--- src/ocp_cfg_defs.svh ---
// offsets, field positions, reset values and timing figures of the overcurrent and
// sense-amplifier configuration block; assumes a 40 MHz core clock
`ifndef OCP_CFG_DEFS_SVH
`define OCP_CFG_DEFS_SVH

// ****************************************************************
// register offsets
// ****************************************************************
`define GUARD_OFFSET        4'h3
`define CYCLE_CLEAR_OFFSET  4'h4
`define OCP_OFFSET          4'h5
`define AMP_OFFSET          4'h6

// ****************************************************************
// field positions
// ****************************************************************
`define GUARD_MSB           10
`define GUARD_LSB           8
`define CYCLE_CLEAR_BIT     10

// ****************************************************************
// reset values and guard codes
// ****************************************************************
`define OCP_RESET           11'h159
`define AMP_RESET           11'h283
`define CYCLE_CLEAR_RESET   1'h1
`define GUARD_LOCK_CODE     3'h6
`define GUARD_UNLOCK_CODE   3'h3

// ****************************************************************
// timing
// ****************************************************************
`define CLK_PERIOD_NS       25
`define DEAD_BASE_NS        50
`define FILTER_STEP_NS      2000
`define RETRY_LONG_MS       4
`define RETRY_SHORT_US      50
`define FILTER_STEP_CYC     (`FILTER_STEP_NS / `CLK_PERIOD_NS)
`define RETRY_LONG_CYC      ((`RETRY_LONG_MS * 1000000) / `CLK_PERIOD_NS)
`define RETRY_SHORT_CYC     ((`RETRY_SHORT_US * 1000) / `CLK_PERIOD_NS)

`endif

--- src/ocp_cfg_pkg.sv ---
// types of the overcurrent and sense-amplifier configuration block;
// field order of each struct follows the bit layout of its register word
package ocp_cfg_pkg;

    typedef enum logic [1:0] {
        RESP_LATCHED = 2'h0,
        RESP_RETRY   = 2'h1,
        RESP_REPORT  = 2'h2,
        RESP_OFF     = 2'h3
    } resp_mode_t;

    typedef struct packed {
        logic       fault_retry_time_select;
        logic [1:0] dead_time_select;
        resp_mode_t overcurrent_response_select;
        logic [1:0] overcurrent_filter_time;
        logic [3:0] drain_source_trip_level;
    } ocp_cfg_t;

    typedef struct packed {
        logic       amplifier_input_select;
        logic       reference_half_select;
        logic       low_side_measure_reference;
        logic [1:0] amplifier_gain_select;
        logic       sense_fault_disable;
        logic       amp_a_offset_calibrate;
        logic       amp_b_offset_calibrate;
        logic       amp_c_offset_calibrate;
        logic [1:0] sense_trip_level;
    } amp_cfg_t;

endpackage : ocp_cfg_pkg

--- src/overcurrent_and_sense_amp_config.sv ---
// configuration words for overcurrent protection and the current-sense amplifiers,
// with the overcurrent filter, response and retry logic that they steer
// assumes a decoded serial register port on clk and comparator outputs from the pins
// Summary of operation
// retry select bit picks 4 ms wait when clear, 50 us when set; resets clear
// dead-time field gives 50, 100, 200 or 400 ns; resets to 01
// response code 00 makes overcurrent a latched fault until explicitly cleared
// response code 01, the reset value, gives a self-clearing retrying fault
// response code 10 reports overcurrent but leaves the gate outputs alone
// response code 11 neither reports nor acts on overcurrent
// filter field gives 2, 4, 6 or 8 us; resets to 01
// four-bit trip level field from 0.06 V to 1.88 V; resets to 1001
// input select chooses sense-positive or switch node; setting it forces low-side ref
// reference divide bit: full reference when clear, half when set; resets set
// low-side ref bit picks sense-positive or sense-negative for low-side measure
// gain field gives 5, 10, 20 or 40 V/V; resets to 10
// sense fault disable bit: fault enabled when clear, the reset state
// each calibration bit shorts its own amplifier inputs when set
// sense trip field gives 0.25, 0.5, 0.75 or 1 V; resets to 11
// amplifier register exists only in variants that carry the amplifiers
// in retry mode with cycle clear set, a new pwm input clears the fault
// guard code 110 locks other writes, 011 unlocks, other codes do nothing
// overcurrent counts only after persisting for the whole filter time
`timescale 1ns/1ps
`include "ocp_cfg_defs.svh"

module overcurrent_and_sense_amp_config #(
    parameter bit HAS_AMPS        = 1'b1,
    parameter int RETRY_LONG_CYC  = `RETRY_LONG_CYC,
    parameter int RETRY_SHORT_CYC = `RETRY_SHORT_CYC
) (
    // clock and reset
    input  wire logic                 clk,
    input  wire logic                 rst_n,
    // register port
    input  wire logic                 reg_wr,
    input  wire logic                 reg_rd,
    input  wire logic [3:0]           reg_addr,
    input  wire logic [10:0]          reg_wdata,
    output logic      [10:0]          reg_rdata,
    output logic                      reg_rvalid,
    // monitors and pwm
    input  wire logic                 drain_source_overcurrent_raw,
    input  wire logic                 sense_resistor_overcurrent_raw,
    input  wire logic                 pwm_input,
    input  wire logic                 fault_clear,
    // protection outputs
    output logic                      gate_shutdown,
    output logic                      overcurrent_report,
    output logic                      drain_source_overcurrent,
    output logic                      sense_resistor_overcurrent,
    output logic      [4:0]           dead_time_cycles,
    // configuration outputs
    output ocp_cfg_pkg::ocp_cfg_t     ocp_cfg,
    output ocp_cfg_pkg::amp_cfg_t     amp_cfg
);

    localparam int RETRY_MAX = (RETRY_LONG_CYC > RETRY_SHORT_CYC) ? RETRY_LONG_CYC
                                                                  : RETRY_SHORT_CYC;
    localparam int RETRY_W   = $clog2(RETRY_MAX + 1);

    // ****************************************************************
    // functions
    // ****************************************************************
    function automatic logic [8:0] filter_limit(input logic [1:0] code);
        return 9'((32'(code) + 1) * `FILTER_STEP_CYC);
    endfunction : filter_limit

    function automatic logic [4:0] dead_cycles(input logic [1:0] code);
        return 5'((`DEAD_BASE_NS << code) / `CLK_PERIOD_NS);
    endfunction : dead_cycles

    function automatic logic [RETRY_W-1:0] retry_limit(input logic short_sel);
        return short_sel ? RETRY_W'(RETRY_SHORT_CYC) : RETRY_W'(RETRY_LONG_CYC);
    endfunction : retry_limit

    // ****************************************************************
    // registers and guard
    // ****************************************************************
    ocp_cfg_pkg::ocp_cfg_t  ocp_q;
    ocp_cfg_pkg::amp_cfg_t  amp_q;
    logic                   cycle_clear_q;
    logic                   lock_q;
    logic [2:0]             guard_code;
    logic                   guard_wr;
    logic                   cfg_wr_ok;

    assign guard_code = reg_wdata[`GUARD_MSB:`GUARD_LSB];
    assign guard_wr   = reg_wr && (reg_addr == `GUARD_OFFSET);
    assign cfg_wr_ok  = reg_wr && !lock_q;

    always_ff @(posedge clk or negedge rst_n)
    begin
        if (!rst_n)
            lock_q <= 1'b0;
        else if (guard_wr && !lock_q && guard_code == `GUARD_LOCK_CODE)
            lock_q <= 1'b1;
        else if (guard_wr && lock_q && guard_code == `GUARD_UNLOCK_CODE)
            lock_q <= 1'b0;
    end

    always_ff @(posedge clk or negedge rst_n)
    begin
        if (!rst_n)
            ocp_q <= `OCP_RESET;
        else if (cfg_wr_ok && reg_addr == `OCP_OFFSET)
            ocp_q <= reg_wdata;
    end

    // absent amplifiers: word stays at reset and reads as zero
    always_ff @(posedge clk or negedge rst_n)
    begin
        if (!rst_n)
            amp_q <= `AMP_RESET;
        else if (HAS_AMPS && cfg_wr_ok && reg_addr == `AMP_OFFSET)
        begin
            amp_q <= reg_wdata;
            // the switch-node input only makes sense with the sense-negative reference
            amp_q.low_side_measure_reference <= reg_wdata[8] | reg_wdata[10];
        end
    end

    always_ff @(posedge clk or negedge rst_n)
    begin
        if (!rst_n)
            cycle_clear_q <= `CYCLE_CLEAR_RESET;
        else if (cfg_wr_ok && reg_addr == `CYCLE_CLEAR_OFFSET)
            cycle_clear_q <= reg_wdata[`CYCLE_CLEAR_BIT];
    end

    always_ff @(posedge clk or negedge rst_n)
    begin
        if (!rst_n)
        begin
            reg_rdata  <= 11'h000;
            reg_rvalid <= 1'b0;
        end
        else
        begin
            reg_rvalid <= reg_rd;
            case (reg_addr)
                `GUARD_OFFSET:
                    reg_rdata <= {(lock_q ? `GUARD_LOCK_CODE : `GUARD_UNLOCK_CODE), 8'h00};
                `CYCLE_CLEAR_OFFSET:
                    reg_rdata <= {cycle_clear_q, 10'h000};
                `OCP_OFFSET:
                    reg_rdata <= ocp_q;
                `AMP_OFFSET:
                    reg_rdata <= HAS_AMPS ? 11'(amp_q) : 11'h000;
                default:
                    reg_rdata <= 11'h000;
            endcase
        end
    end

    assign ocp_cfg = ocp_q;
    assign amp_cfg = HAS_AMPS ? amp_q : amp_cfg_pkg_reset();

    function automatic ocp_cfg_pkg::amp_cfg_t amp_cfg_pkg_reset();
        return `AMP_RESET;
    endfunction : amp_cfg_pkg_reset

    always_ff @(posedge clk or negedge rst_n)
    begin
        if (!rst_n)
            dead_time_cycles <= 5'h04;
        else
            dead_time_cycles <= dead_cycles(ocp_q.dead_time_select);
    end

    // ****************************************************************
    // input synchronisers
    // ****************************************************************
    logic [1:0] raw_in;
    logic [1:0] raw_s1_q;
    logic [1:0] raw_s2_q;
    logic       pwm_s1_q;
    logic       pwm_s2_q;
    logic       pwm_s3_q;
    logic       pwm_edge;

    assign raw_in = {sense_resistor_overcurrent_raw, drain_source_overcurrent_raw};

    always_ff @(posedge clk or negedge rst_n)
    begin
        if (!rst_n)
        begin
            raw_s1_q <= 2'h0;
            raw_s2_q <= 2'h0;
            pwm_s1_q <= 1'b0;
            pwm_s2_q <= 1'b0;
            pwm_s3_q <= 1'b0;
        end
        else
        begin
            raw_s1_q <= raw_in;
            raw_s2_q <= raw_s1_q;
            pwm_s1_q <= pwm_input;
            pwm_s2_q <= pwm_s1_q;
            pwm_s3_q <= pwm_s2_q;
        end
    end

    assign pwm_edge = pwm_s2_q && !pwm_s3_q;

    // ****************************************************************
    // overcurrent filter, index 0 drain-source, index 1 sense
    // ****************************************************************
    logic [1:0] qual_in;
    logic [1:0] det;
    logic [8:0] filt_cnt_q [2];
    logic [8:0] filt_lim;

    assign filt_lim   = filter_limit(ocp_q.overcurrent_filter_time);
    assign qual_in[0] = raw_s2_q[0];
    assign qual_in[1] = raw_s2_q[1] && HAS_AMPS && !amp_q.sense_fault_disable;

    for (genvar i = 0; i < 2; i++)
    begin : g_filter
        always_ff @(posedge clk or negedge rst_n)
        begin
            if (!rst_n)
                filt_cnt_q[i] <= 9'h000;
            else if (!qual_in[i])
                filt_cnt_q[i] <= 9'h000;
            else if (filt_cnt_q[i] < filt_lim)
                filt_cnt_q[i] <= filt_cnt_q[i] + 9'h001;
            else
                filt_cnt_q[i] <= filt_lim;
        end

        assign det[i] = qual_in[i] && (filt_cnt_q[i] >= filt_lim);

    end

    // ****************************************************************
    // response and retry
    // ****************************************************************
    ocp_cfg_pkg::resp_mode_t mode;
    logic                    acting;
    logic                    det_any;
    logic                    fault_q;
    logic [RETRY_W-1:0]      retry_cnt_q;
    logic                    retry_done;
    logic                    cycle_clear;
    logic [1:0]              tripped_q;

    assign mode        = ocp_q.overcurrent_response_select;
    assign acting      = (mode == ocp_cfg_pkg::RESP_LATCHED) || (mode == ocp_cfg_pkg::RESP_RETRY);
    assign det_any     = |det;
    assign retry_done  = (mode == ocp_cfg_pkg::RESP_RETRY) && (retry_cnt_q == RETRY_W'(1));
    assign cycle_clear = (mode == ocp_cfg_pkg::RESP_RETRY) && cycle_clear_q && pwm_edge;

    always_ff @(posedge clk or negedge rst_n)
    begin
        if (!rst_n)
            fault_q <= 1'b0;
        else if (acting && det_any)
            fault_q <= 1'b1;
        else if (!acting)
            fault_q <= 1'b0;
        else if (mode == ocp_cfg_pkg::RESP_LATCHED && fault_clear)
            fault_q <= 1'b0;
        else if (retry_done || cycle_clear)
            fault_q <= 1'b0;
    end

    // the wait restarts while the condition persists, so it times from its end
    always_ff @(posedge clk or negedge rst_n)
    begin
        if (!rst_n)
            retry_cnt_q <= '0;
        else if (mode == ocp_cfg_pkg::RESP_RETRY && det_any)
            retry_cnt_q <= retry_limit(ocp_q.fault_retry_time_select);
        else if (!fault_q || cycle_clear || mode != ocp_cfg_pkg::RESP_RETRY)
            retry_cnt_q <= '0;
        else if (retry_cnt_q != '0)
            retry_cnt_q <= retry_cnt_q - RETRY_W'(1);
    end

    for (genvar i = 0; i < 2; i++)
    begin : g_report
        always_ff @(posedge clk or negedge rst_n)
        begin
            if (!rst_n)
                tripped_q[i] <= 1'b0;
            else if (det[i] && mode != ocp_cfg_pkg::RESP_OFF)
                tripped_q[i] <= 1'b1;
            else if (mode == ocp_cfg_pkg::RESP_OFF)
                tripped_q[i] <= 1'b0;
            else if (fault_clear || retry_done || cycle_clear)
                tripped_q[i] <= 1'b0;
        end
    end

    assign gate_shutdown              = fault_q && acting;
    assign overcurrent_report         = |tripped_q;
    assign drain_source_overcurrent   = tripped_q[0];
    assign sense_resistor_overcurrent = tripped_q[1];
endmodule : overcurrent_and_sense_amp_config

--- config.mk ---
export PLATFORM = sky130hd
export DESIGN_NAME = overcurrent_and_sense_amp_config
export DESIGN_NICKNAME = d
export VERILOG_FILES = /design/src/ocp_cfg_pkg.sv /design/src/overcurrent_and_sense_amp_config.sv
export VERILOG_INCLUDE_DIRS = /design/src
export SDC_FILE = /design/constraint.sdc
export NUM_CORES = 1
export LEC_CHECK = 0
export BUFFER_PORTS_ARGS = -buffer_cell sky130_fd_sc_hd__buf_2
export CAP_MARGIN = 25
export CORE_MARGIN = 1.5
export CORE_UTILIZATION = 40
export DETAILED_ROUTE_END_ITERATION = 16
export PLACE_DENSITY_LB_ADDON = 0.05
export RECOVER_POWER = 50
export SYNTH_ARGS = -nofsm -noshare
export SYNTH_HDL_FRONTEND = slang
export SYNTH_SLANG_ARGS = --single-unit
--- constraint.sdc ---
create_clock -name clk -period 6.8 [get_ports clk]
set_clock_uncertainty 0.15 [all_clocks]
set_input_delay 1.36 -clock clk [delete_from_list [all_inputs] [get_ports clk]]
set_output_delay 1.36 -clock clk [all_outputs]
set_load 0.01 [all_outputs]
==> impl_summary.log, run 1 <==
[metrics] Total Die Area: 10850 um^2
[metrics] number of placed I/O pins: 66
[metrics] first-iteration detailed-routing DRC count: 93
[metrics] Mapped Cells: 355
[metrics] Critical Path AT: 3.10 ns
[metrics] share of cells above drive strength 1: 0.2704
[metrics] post-place instance area: 4554 um^2
[metrics] quantity of gates resized following cts: 0
[metrics] max-cap check violation count: 0
[metrics] leakage power summed over all cells: 0.002311 uW
[metrics] fin crit share: 0.4423
[metrics] # setup viols final: 0
[metrics] maximum vdd drop: 126.4 uV
[metrics] cell types with the largest area share after synthesis: sky130_fd_sc_hd__dfrtp_1 46%, sky130_fd_sc_hd__dfstp_2 7.1%, sky130_fd_sc_hd__ha_1 6.4%
[metrics] Internal Power: 1015 uW
[metrics] cell count after placement: 546
[metrics] Detail Route Antenna Nets: 0
[metrics] routability-driven placement congestion ratio: 0.7464
[metrics] endpoint kind of the worst setup timing path: register
[metrics] number of clock sinks seen by CTS: 87
[metrics] RSZ-0062 raised after global routing: false
[metrics] net count of the finished layout: 468
[metrics] total power draw: 1578 uW
[metrics] core area: 9864 um^2
[metrics] sequence of cells on the critical path: buf_2 -> nor3b_1 -> and2_1 -> nand2_1 -> mux2_2
[metrics] crit path max fanout: 11
[metrics] number of standard-cell rows in the floorplan: 36
[metrics] Via-to-Cell Ratio: 5.192
[metrics] Worst-Skew Late Latency: 0.36 ns
[metrics] starting density of the core: 0.4150
[metrics] ant diodes: 0
[metrics] clock network fraction of total power: 0.239
[metrics] launching element of the worst setup path: reg_addr[3]
[metrics] number of H-tree levels: 3
[metrics] min cycle time layout: 3.008 ns
[metrics] start point of the worst min-delay path: raw_s1_q[1]
[metrics] total wire length after detailed routing: 8.840 mm
[metrics] maximum number of pins on one net before global-route repair: 64
[metrics] CTS clock-pin slew for the worst setup and hold paths: 0.09 ns
[metrics] Sw Share: 0.3569
[metrics] Slew headroom: 0.1297
[metrics] Final Max Tran Viols: 0
[metrics] area added between synthesis and finish: 16.05%
[metrics] total half-perimeter wirelength after legalization and detailed placement: 6.286 mm
[metrics] Clock Root Buffer: sky130_fd_sc_hd__clkbuf_8
[metrics] largest incremental delay on the critical path: 0.49 ns
[metrics] mean cell area of the mapped netlist: 11.53 um^2
[metrics] nature of the critical path startpoint: input pin
[metrics] Port-buffer cells: 65
[metrics] largest area contributor in the netlist: sky130_fd_sc_hd__dfrtp_1
[metrics] post-CTS setup buffers: 0
[metrics] Fillers: 940
[metrics] Worst Reg2Reg Path Length in Cells: 8
[metrics] buffer levels on the longest clock path: 2
[metrics] aggregate global-route resource usage: 0.1736
[metrics] actual transition at the worst max-transition pin: 1.305 ns
[metrics] routed via count: 2918
[metrics] total power per unit cell area: 332.2 nW/um^2
[metrics] timing-limited maximum frequency: 332.5 MHz
[metrics] total iterations of the first detailed-routing run: 4
[metrics] Max stage delay cell, worst path: sky130_fd_sc_hd__and2_1
[metrics] antenna violations before repair: 0
[metrics] Sequential Power Share: 0.428
[metrics] Synth warnings: 0
[metrics] number of standard cells in the layout, taps in and fillers out: 562
[metrics] count of distinct cell types in the synthesized netlist: 44
[metrics] synthesized net count: 399
[metrics] number of hold buffers added after CTS: 0
[metrics] required time at the endpoint of the critical path: 6.89 ns
[metrics] number of storage elements in the synthesis netlist: 87
[metrics] final routed DRC violation total: 0
[metrics] worst setup slack for register-to-register paths: 3.80 ns
[metrics] clock tree from TritonCTS: built
[metrics] final setup TNS: 0 ns
[metrics] Hold WS: 0.2043 ns
[metrics] FF-to-FF Start: ocp_cfg[4]
[metrics] NetSw: 563.2 uW
[metrics] final design area excluding fillers: 4751 um^2
[metrics] result of the run: finished clean
[metrics] area share of the leading cell type in the synthesized netlist: 0.4645
[metrics] die boundary width: 104.2 um
[metrics] Combinational Power Share: 0.333
[metrics] worst hold stages: 0
[metrics] final routed wire length divided by cell count: 15.73 um
[metrics] hold path endpoint: raw_s2_q[1]
[metrics] reg-to-reg critical path endpoint: retry_cnt_q[10]
[metrics] post-synthesis sequential area ratio: 0.5351
[metrics] Hold Fails Final Rpt: 0
[metrics] global-route wire length before repair: 14.97 mm
[metrics] final global-route overflow total: 0
[metrics] number of clock buffers inserted by TritonCTS: 9
[metrics] die span in y: 104.2 um
[metrics] critical path type: in2reg
[metrics] number of global-route vias before repair: 3026
[metrics] worst min path class: reg2reg
[metrics] synthesized cell area: 4094 um^2
[per-layer routing]
| metal | routed length (um) | vias up | global-route usage |
|---|---|---|---|
| met5 | 0 | - | 0 |
| met4 | 133 | 0 | 0.06845 |
| met3 | 373 | 13 | 0.03759 |
| met2 | 3955 | 68 | 0.2564 |
| met1 | 4378 | 1431 | 0.2480 |
| li1 | - | 1406 | - |
[power by group through the flow]
stage	registers, uW	logic (uW)	clock network [uW]
after floorplan	681	384	0
after global placement	686	523	0
after detailed placement	687	527	0
after CTS	677	532	391
after global routing	689	596	410
final	675	525	378
[cells in the final DEF, fill, tap and decap left out, types with 3 or more instances in the layout]
master | Yosys | final
sky130_fd_sc_hd__ha_1 | 21 | 21
sky130_fd_sc_hd__o32ai_1 | 4 | 4
sky130_fd_sc_hd__a21oi_1 | 14 | 14
sky130_fd_sc_hd__dfrtp_1 | 76 | 76
sky130_fd_sc_hd__xnor2_1 | 19 | 19
sky130_fd_sc_hd__nor2b_1 | 8 | 8
sky130_fd_sc_hd__nor4_1 | 3 | 3
sky130_fd_sc_hd__a22o_1 | 8 | 8
sky130_fd_sc_hd__a22oi_1 | 3 | 3
sky130_fd_sc_hd__clkbuf_8 | 0 | 10
sky130_fd_sc_hd__clkbuf_1 | 4 | 8
sky130_fd_sc_hd__nand3_1 | 16 | 16
sky130_fd_sc_hd__inv_1 | 15 | 15
sky130_fd_sc_hd__nor2_1 | 28 | 28
sky130_fd_sc_hd__nand3b_1 | 4 | 4
sky130_fd_sc_hd__and2_1 | 4 | 4
sky130_fd_sc_hd__o21ai_0 | 9 | 9
sky130_fd_sc_hd__a211oi_1 | 5 | 5
sky130_fd_sc_hd__dfstp_2 | 11 | 10
sky130_fd_sc_hd__o22ai_1 | 6 | 6
sky130_fd_sc_hd__nand4_1 | 4 | 4
sky130_fd_sc_hd__mux2_2 | 23 | 23
sky130_fd_sc_hd__nor3_1 | 8 | 8
sky130_fd_sc_hd__nand2b_1 | 3 | 3
sky130_fd_sc_hd__nand2_1 | 21 | 21
sky130_fd_sc_hd__buf_2 | 3 | 58
sky130_fd_sc_hd__xor2_1 | 9 | 9
[cells in the mapped netlist, drive strengths merged]
cell type,instances
clkbuf,4
a41oi,2
nor2,28
inv,15
buf,4
o211a,2
and2,4
ha,21
and4b,2
nor3,8
o21ai,9
nor3b,1
nand4b,1
a2111oi,1
o31ai,1
a221o,2
nor2b,8
a211oi,5
dfstp,11
dfrtp,76
nand3,16
a22o,8
nor4,6
nand2,22
o32ai,4
o22ai,6
nand4bb,2
mux2,23
nand3b,4
a21oi,14
xnor2,19
nand4,4
nand2b,3
a22oi,3
o211ai,1
and3,2
xor2,9
or2,2
mux2i,1
and4bb,1
[sequential cells by signal (all words and copies together) (netlist names)]
signal                      flops
raw_s1_q                        2
raw_s2_q                        2
lock_q                          1
dead_time_cycles                5
amp_cfg                        11
filt_cnt_q                     18
cycle_clear_q                   1
pwm_s2_q                        1
retry_cnt_q                    18
drain_source_overcurrent        1
mode                            2
reg_rdata                      11
fault_q                         1
ocp_cfg                         9
reg_rvalid                      1
pwm_s3_q                        1
pwm_s1_q                        1
sense_resistor_overcurrent      1
[stage by stage]
step                worst slack, ns  utilization
detailed placement            3.390       0.4617
finish                        3.792       0.4816
global placement              3.474       0.4617
CTS                           3.760       0.4828
global route                  3.500       0.4816
floorplan                     4.227            -
[worst max path at each step]
stage / endpoint / slack (ns) / cells after the start
after global placement: mode[1] / 3.47 / 5
after global routing: reg_rdata[1] / 3.50 / 2
after floorplan: mode[1] / 4.23 / 5
after CTS: mode[1] / 3.76 / 5
after detailed placement: ocp_cfg[2] / 3.39 / 5
final: mode[1] / 3.79 / 5
[layout make-up]
| class | instances | area [um^2] | area share |
|---|---|---|---|
| Clock inverter | 5 | 66.31 | 0.01396 |
| Timing Repair Buffer | 66 | 324.1 | 0.06821 |
| Clock buffer | 11 | 141.4 | 0.02976 |
| Multi-Input combinational cell | 245 | 1805 | 0.3800 |
| Tap cell | 133 | 166.4 | 0.03503 |
| Inverter | 15 | 56.30 | 0.01185 |
| Sequential cell | 87 | 2191 | 0.4612 |
[kinds of logic after synthesis]
group,after synthesis,synth area share
simple gates,114,0.1522
flops,87,0.5351
compound gates,58,0.09902
xor+xnor,28,0.05990
mux,24,0.06571
buf+inv,23,0.02384
fa+ha+maj,21,0.06418
[worst max-delay path, delay by kind of cell]
family / cells / cell delay [ns]
simple gates: 3 / 1.21
mux: 1 / 0.39
buf+inv: 1 / 0.12
(Power assumes the default switching activity.)
==> inputs of run 2 (changes only) <==
clock period = 2.5 ns   (was 6.8 ns; I/O delays follow)
==> impl_summary.log, run 2 (synthesis results as in run 1) <==
[metrics] result of the run: finished clean
[metrics] number of placed I/O pins: 66 (unchanged)
[metrics] total power draw: 4477 uW (+180%)
[metrics] clock tree from TritonCTS: built
[metrics] crit path max fanout: 6 (-5)
[metrics] final setup TNS: 0 ns (unchanged)
[metrics] Detail Route Antenna Nets: 0 (unchanged)
[metrics] area added between synthesis and finish: 22.04%
[metrics] actual transition at the worst max-transition pin: 1.014 ns (-0.2913 ns)
[metrics] largest incremental delay on the critical path: 0.61 ns (+0.12 ns)
[metrics] final design area excluding fillers: 4996 um^2 (+5.2%)
[metrics] Final Max Tran Viols: 0 (unchanged)
[metrics] total half-perimeter wirelength after legalization and detailed placement: 6.524 mm (+3.8%)
[metrics] Port-buffer cells: 65 (unchanged)
[metrics] number of clock buffers inserted by TritonCTS: 9 (unchanged)
[metrics] Sw Share: 0.3689 (+0.01198)
[metrics] critical path type: reg2reg
[metrics] worst min path class: in2reg
[metrics] die boundary width: 104.2 um (unchanged)
[metrics] min cycle time layout: 2.398 ns
[metrics] registers with the highest flip-flop counts: filt_cnt_q: 18 flops, retry_cnt_q: 18 flops
[metrics] number of standard-cell rows in the floorplan: 36 (unchanged)
[metrics] total iterations of the first detailed-routing run: 4 (unchanged)
[metrics] first-iteration detailed-routing DRC count: 112 (+20%)
[metrics] final routed DRC violation total: 0 (unchanged)
[metrics] nature of the critical path startpoint: register
[metrics] global-route wire length before repair: 15.22 mm (+1.7%)
[metrics] routability-driven placement congestion ratio: 0.8164 (+9.4%)
[metrics] starting density of the core: 0.4150 (unchanged)
[metrics] most frequent standard cell in the layout excluding fill and tap cells: sky130_fd_sc_hd__dfrtp_1
[metrics] number of clock sinks seen by CTS: 87 (unchanged)
[metrics] Sequential Power Share: 0.413 (-0.015)
[metrics] fin crit share: 0.9591
[metrics] maximum vdd drop: 358.0 uV (+180%)
[metrics] Max stage delay cell, worst path: sky130_fd_sc_hd__dfstp_2
[metrics] aggregate global-route resource usage: 0.1772 (+0.003590)
[metrics] post-place instance area: 4702 um^2 (+3.2%)
[metrics] RSZ-0062 raised after global routing: true
[metrics] max-cap check violation count: 0 (unchanged)
[metrics] number of standard cells in the layout, taps in and fillers out: 583 (+3.7%)
[metrics] cell count after placement: 564 (+3.3%)
[metrics] clock network fraction of total power: 0.206 (-0.033)
[metrics] ant diodes: 0 (unchanged)
[metrics] number of H-tree levels: 3 (unchanged)
[metrics] antenna violations before repair: 0 (unchanged)
[metrics] endpoint kind of the worst setup timing path: register
[metrics] cell repeated most along the worst path: sky130_fd_sc_hd__nand4_1
[metrics] Critical Path AT: 2.50 ns (-0.60 ns)
[metrics] leading cell types in the layout, fill and taps excluded: 76 x sky130_fd_sc_hd__dfrtp_1, 63 x sky130_fd_sc_hd__buf_2, 28 x sky130_fd_sc_hd__nor2_1
[metrics] total power per unit cell area: 896.1 nW/um^2 (+170%)
[metrics] CTS clock-pin slew for the worst setup and hold paths: 0.10 ns (about the same)
[metrics] Fillers: 915 (-2.7%)
[metrics] Via-to-Cell Ratio: 5.091 (-2.0%)
[metrics] share of cells above drive strength 1: 0.3489 (+0.07849)
[metrics] Internal Power: 2825 uW (+180%)
[metrics] Clock Root Buffer: sky130_fd_sc_hd__clkbuf_8
[metrics] required time at the endpoint of the critical path: 2.61 ns (-4.28 ns)
[metrics] Combinational Power Share: 0.381 (+0.048)
[metrics] net count of the finished layout: 489 (+4.5%)
[metrics] NetSw: 1652 uW (+190%)
[metrics] routed via count: 2968 (+1.7%)
[metrics] number of global-route vias before repair: 2990 (-1.2%)
[metrics] final routed wire length divided by cell count: 15.81 um (+0.49%)
[metrics] Worst-Skew Late Latency: 0.36 ns (about the same)
[metrics] total wire length after detailed routing: 9.215 mm (+4.2%)
[metrics] final global-route overflow total: 0 (unchanged)
[metrics] Total Die Area: 10850 um^2 (unchanged)
[metrics] core area: 9864 um^2 (unchanged)
[metrics] die span in y: 104.2 um (unchanged)
[metrics] maximum number of pins on one net before global-route repair: 41 (-36%)
[metrics] Slew headroom: 0.3239 (+0.1942)
[metrics] leakage power summed over all cells: 0.002420 uW (+4.7%)
[metrics] sequence of cells on the critical path: ha_4 -> ha_1 -> nand4_1 -> a21oi_1 -> o21ai_2 -> buf_4 -> nand4_1 -> buf_6 -> o32ai_1
[metrics] worst setup slack for register-to-register paths: 0.10 ns (-3.70 ns)
[metrics] # setup viols final: 0 (unchanged)
[metrics] timing-limited maximum frequency: 417.1 MHz
[metrics] Hold Fails Final Rpt: 0 (unchanged)
[metrics] buffer levels on the longest clock path: 2 (unchanged)
[run 2: worst max-delay path: cells and delay by family (launching register included)]
kind | cells | cell delay [ns]
buffers and inverters | 2 | 0.35
and+or+nand+nor | 2 | 0.27
adders and majority gates | 2 | 0.54
DFF | 1 | 0.61
AOI/OAI and AO/OA | 3 | 0.38
[run 2: path summary, 6_finish.rpt]
check / from / end / cells after the start
setup / recovery: ocp_cfg[4] / retry_cnt_q[12] / 9
hold / removal: sense_resistor_overcurrent_raw / raw_s1_q[1] / 1
setup reg to reg: ocp_cfg[4] / retry_cnt_q[12] / 9
hold reg to reg: pwm_s1_q / pwm_s2_q / 0
max in group asynchronous: rst_n / ocp_cfg[4] / 3
min in group asynchronous: rst_n / filt_cnt_q[9] / 2
[run 2: routing by layer]
layer | GRT usage | up-vias | part of all wire
met5 | 0 | - | 0
met4 | 0.05159 | 0 | 0.012
met3 | 0.05952 | 10 | 0.055
met2 | 0.2677 | 68 | 0.47
met1 | 0.2420 | 1439 | 0.47
li1 | - | 1451 | -
[run 2: power by group through the flow]
| stage | Combinational, uW | Clock [uW] | Sequential (uW) |
|---|---|---|---|
| global placement | 1560 | 0 | 1850 |
| detailed placement | 1580 | 0 | 1860 |
| floorplan | 1040 | 0 | 1850 |
| global route | 1890 | 1020 | 1880 |
| CTS | 1600 | 958 | 1840 |
| finish | 1710 | 924 | 1850 |
[run 2: timing repair]
action                                  in CTS  in global routing
pin swaps                                    0                  7
hold buffers                                 1                  0
endpoints found under the hold margin       27                  0
setup buffers                                0                  1
endpoints found under the setup margin      13                 19
cloned                                       0                  1
gates resized for setup                      4                 22
[run 2: through the flow]
stage / util / setup slack (ns) / hold WS [ns]
4_1_cts: 0.4964 / 0.003937 / 0.06531
2_1_floorplan: - / 0.1110 / 0.05441
3_5_place_dp: 0.4767 / -0.08179 / 0.1847
3_3_place_gp: 0.4767 / 0.02471 / 0.1822
6_report: 0.5065 / 0.1024 / 0.08540
5_1_grt: 0.5065 / -0.01762 / 0.05167
[run 2: final cells by class]
cell class                      count  area [um^2]  area share
Inverter                           15        56.30     0.01127
Clock buffer                       10        127.6     0.02554
Sequential cell                    87         2191      0.4385
Tap cell                          133        166.4     0.03331
Timing Repair Buffer               87        484.2     0.09692
Clock inverter                      6        53.80     0.01077
Multi-Input combinational cell    245         1917      0.3837
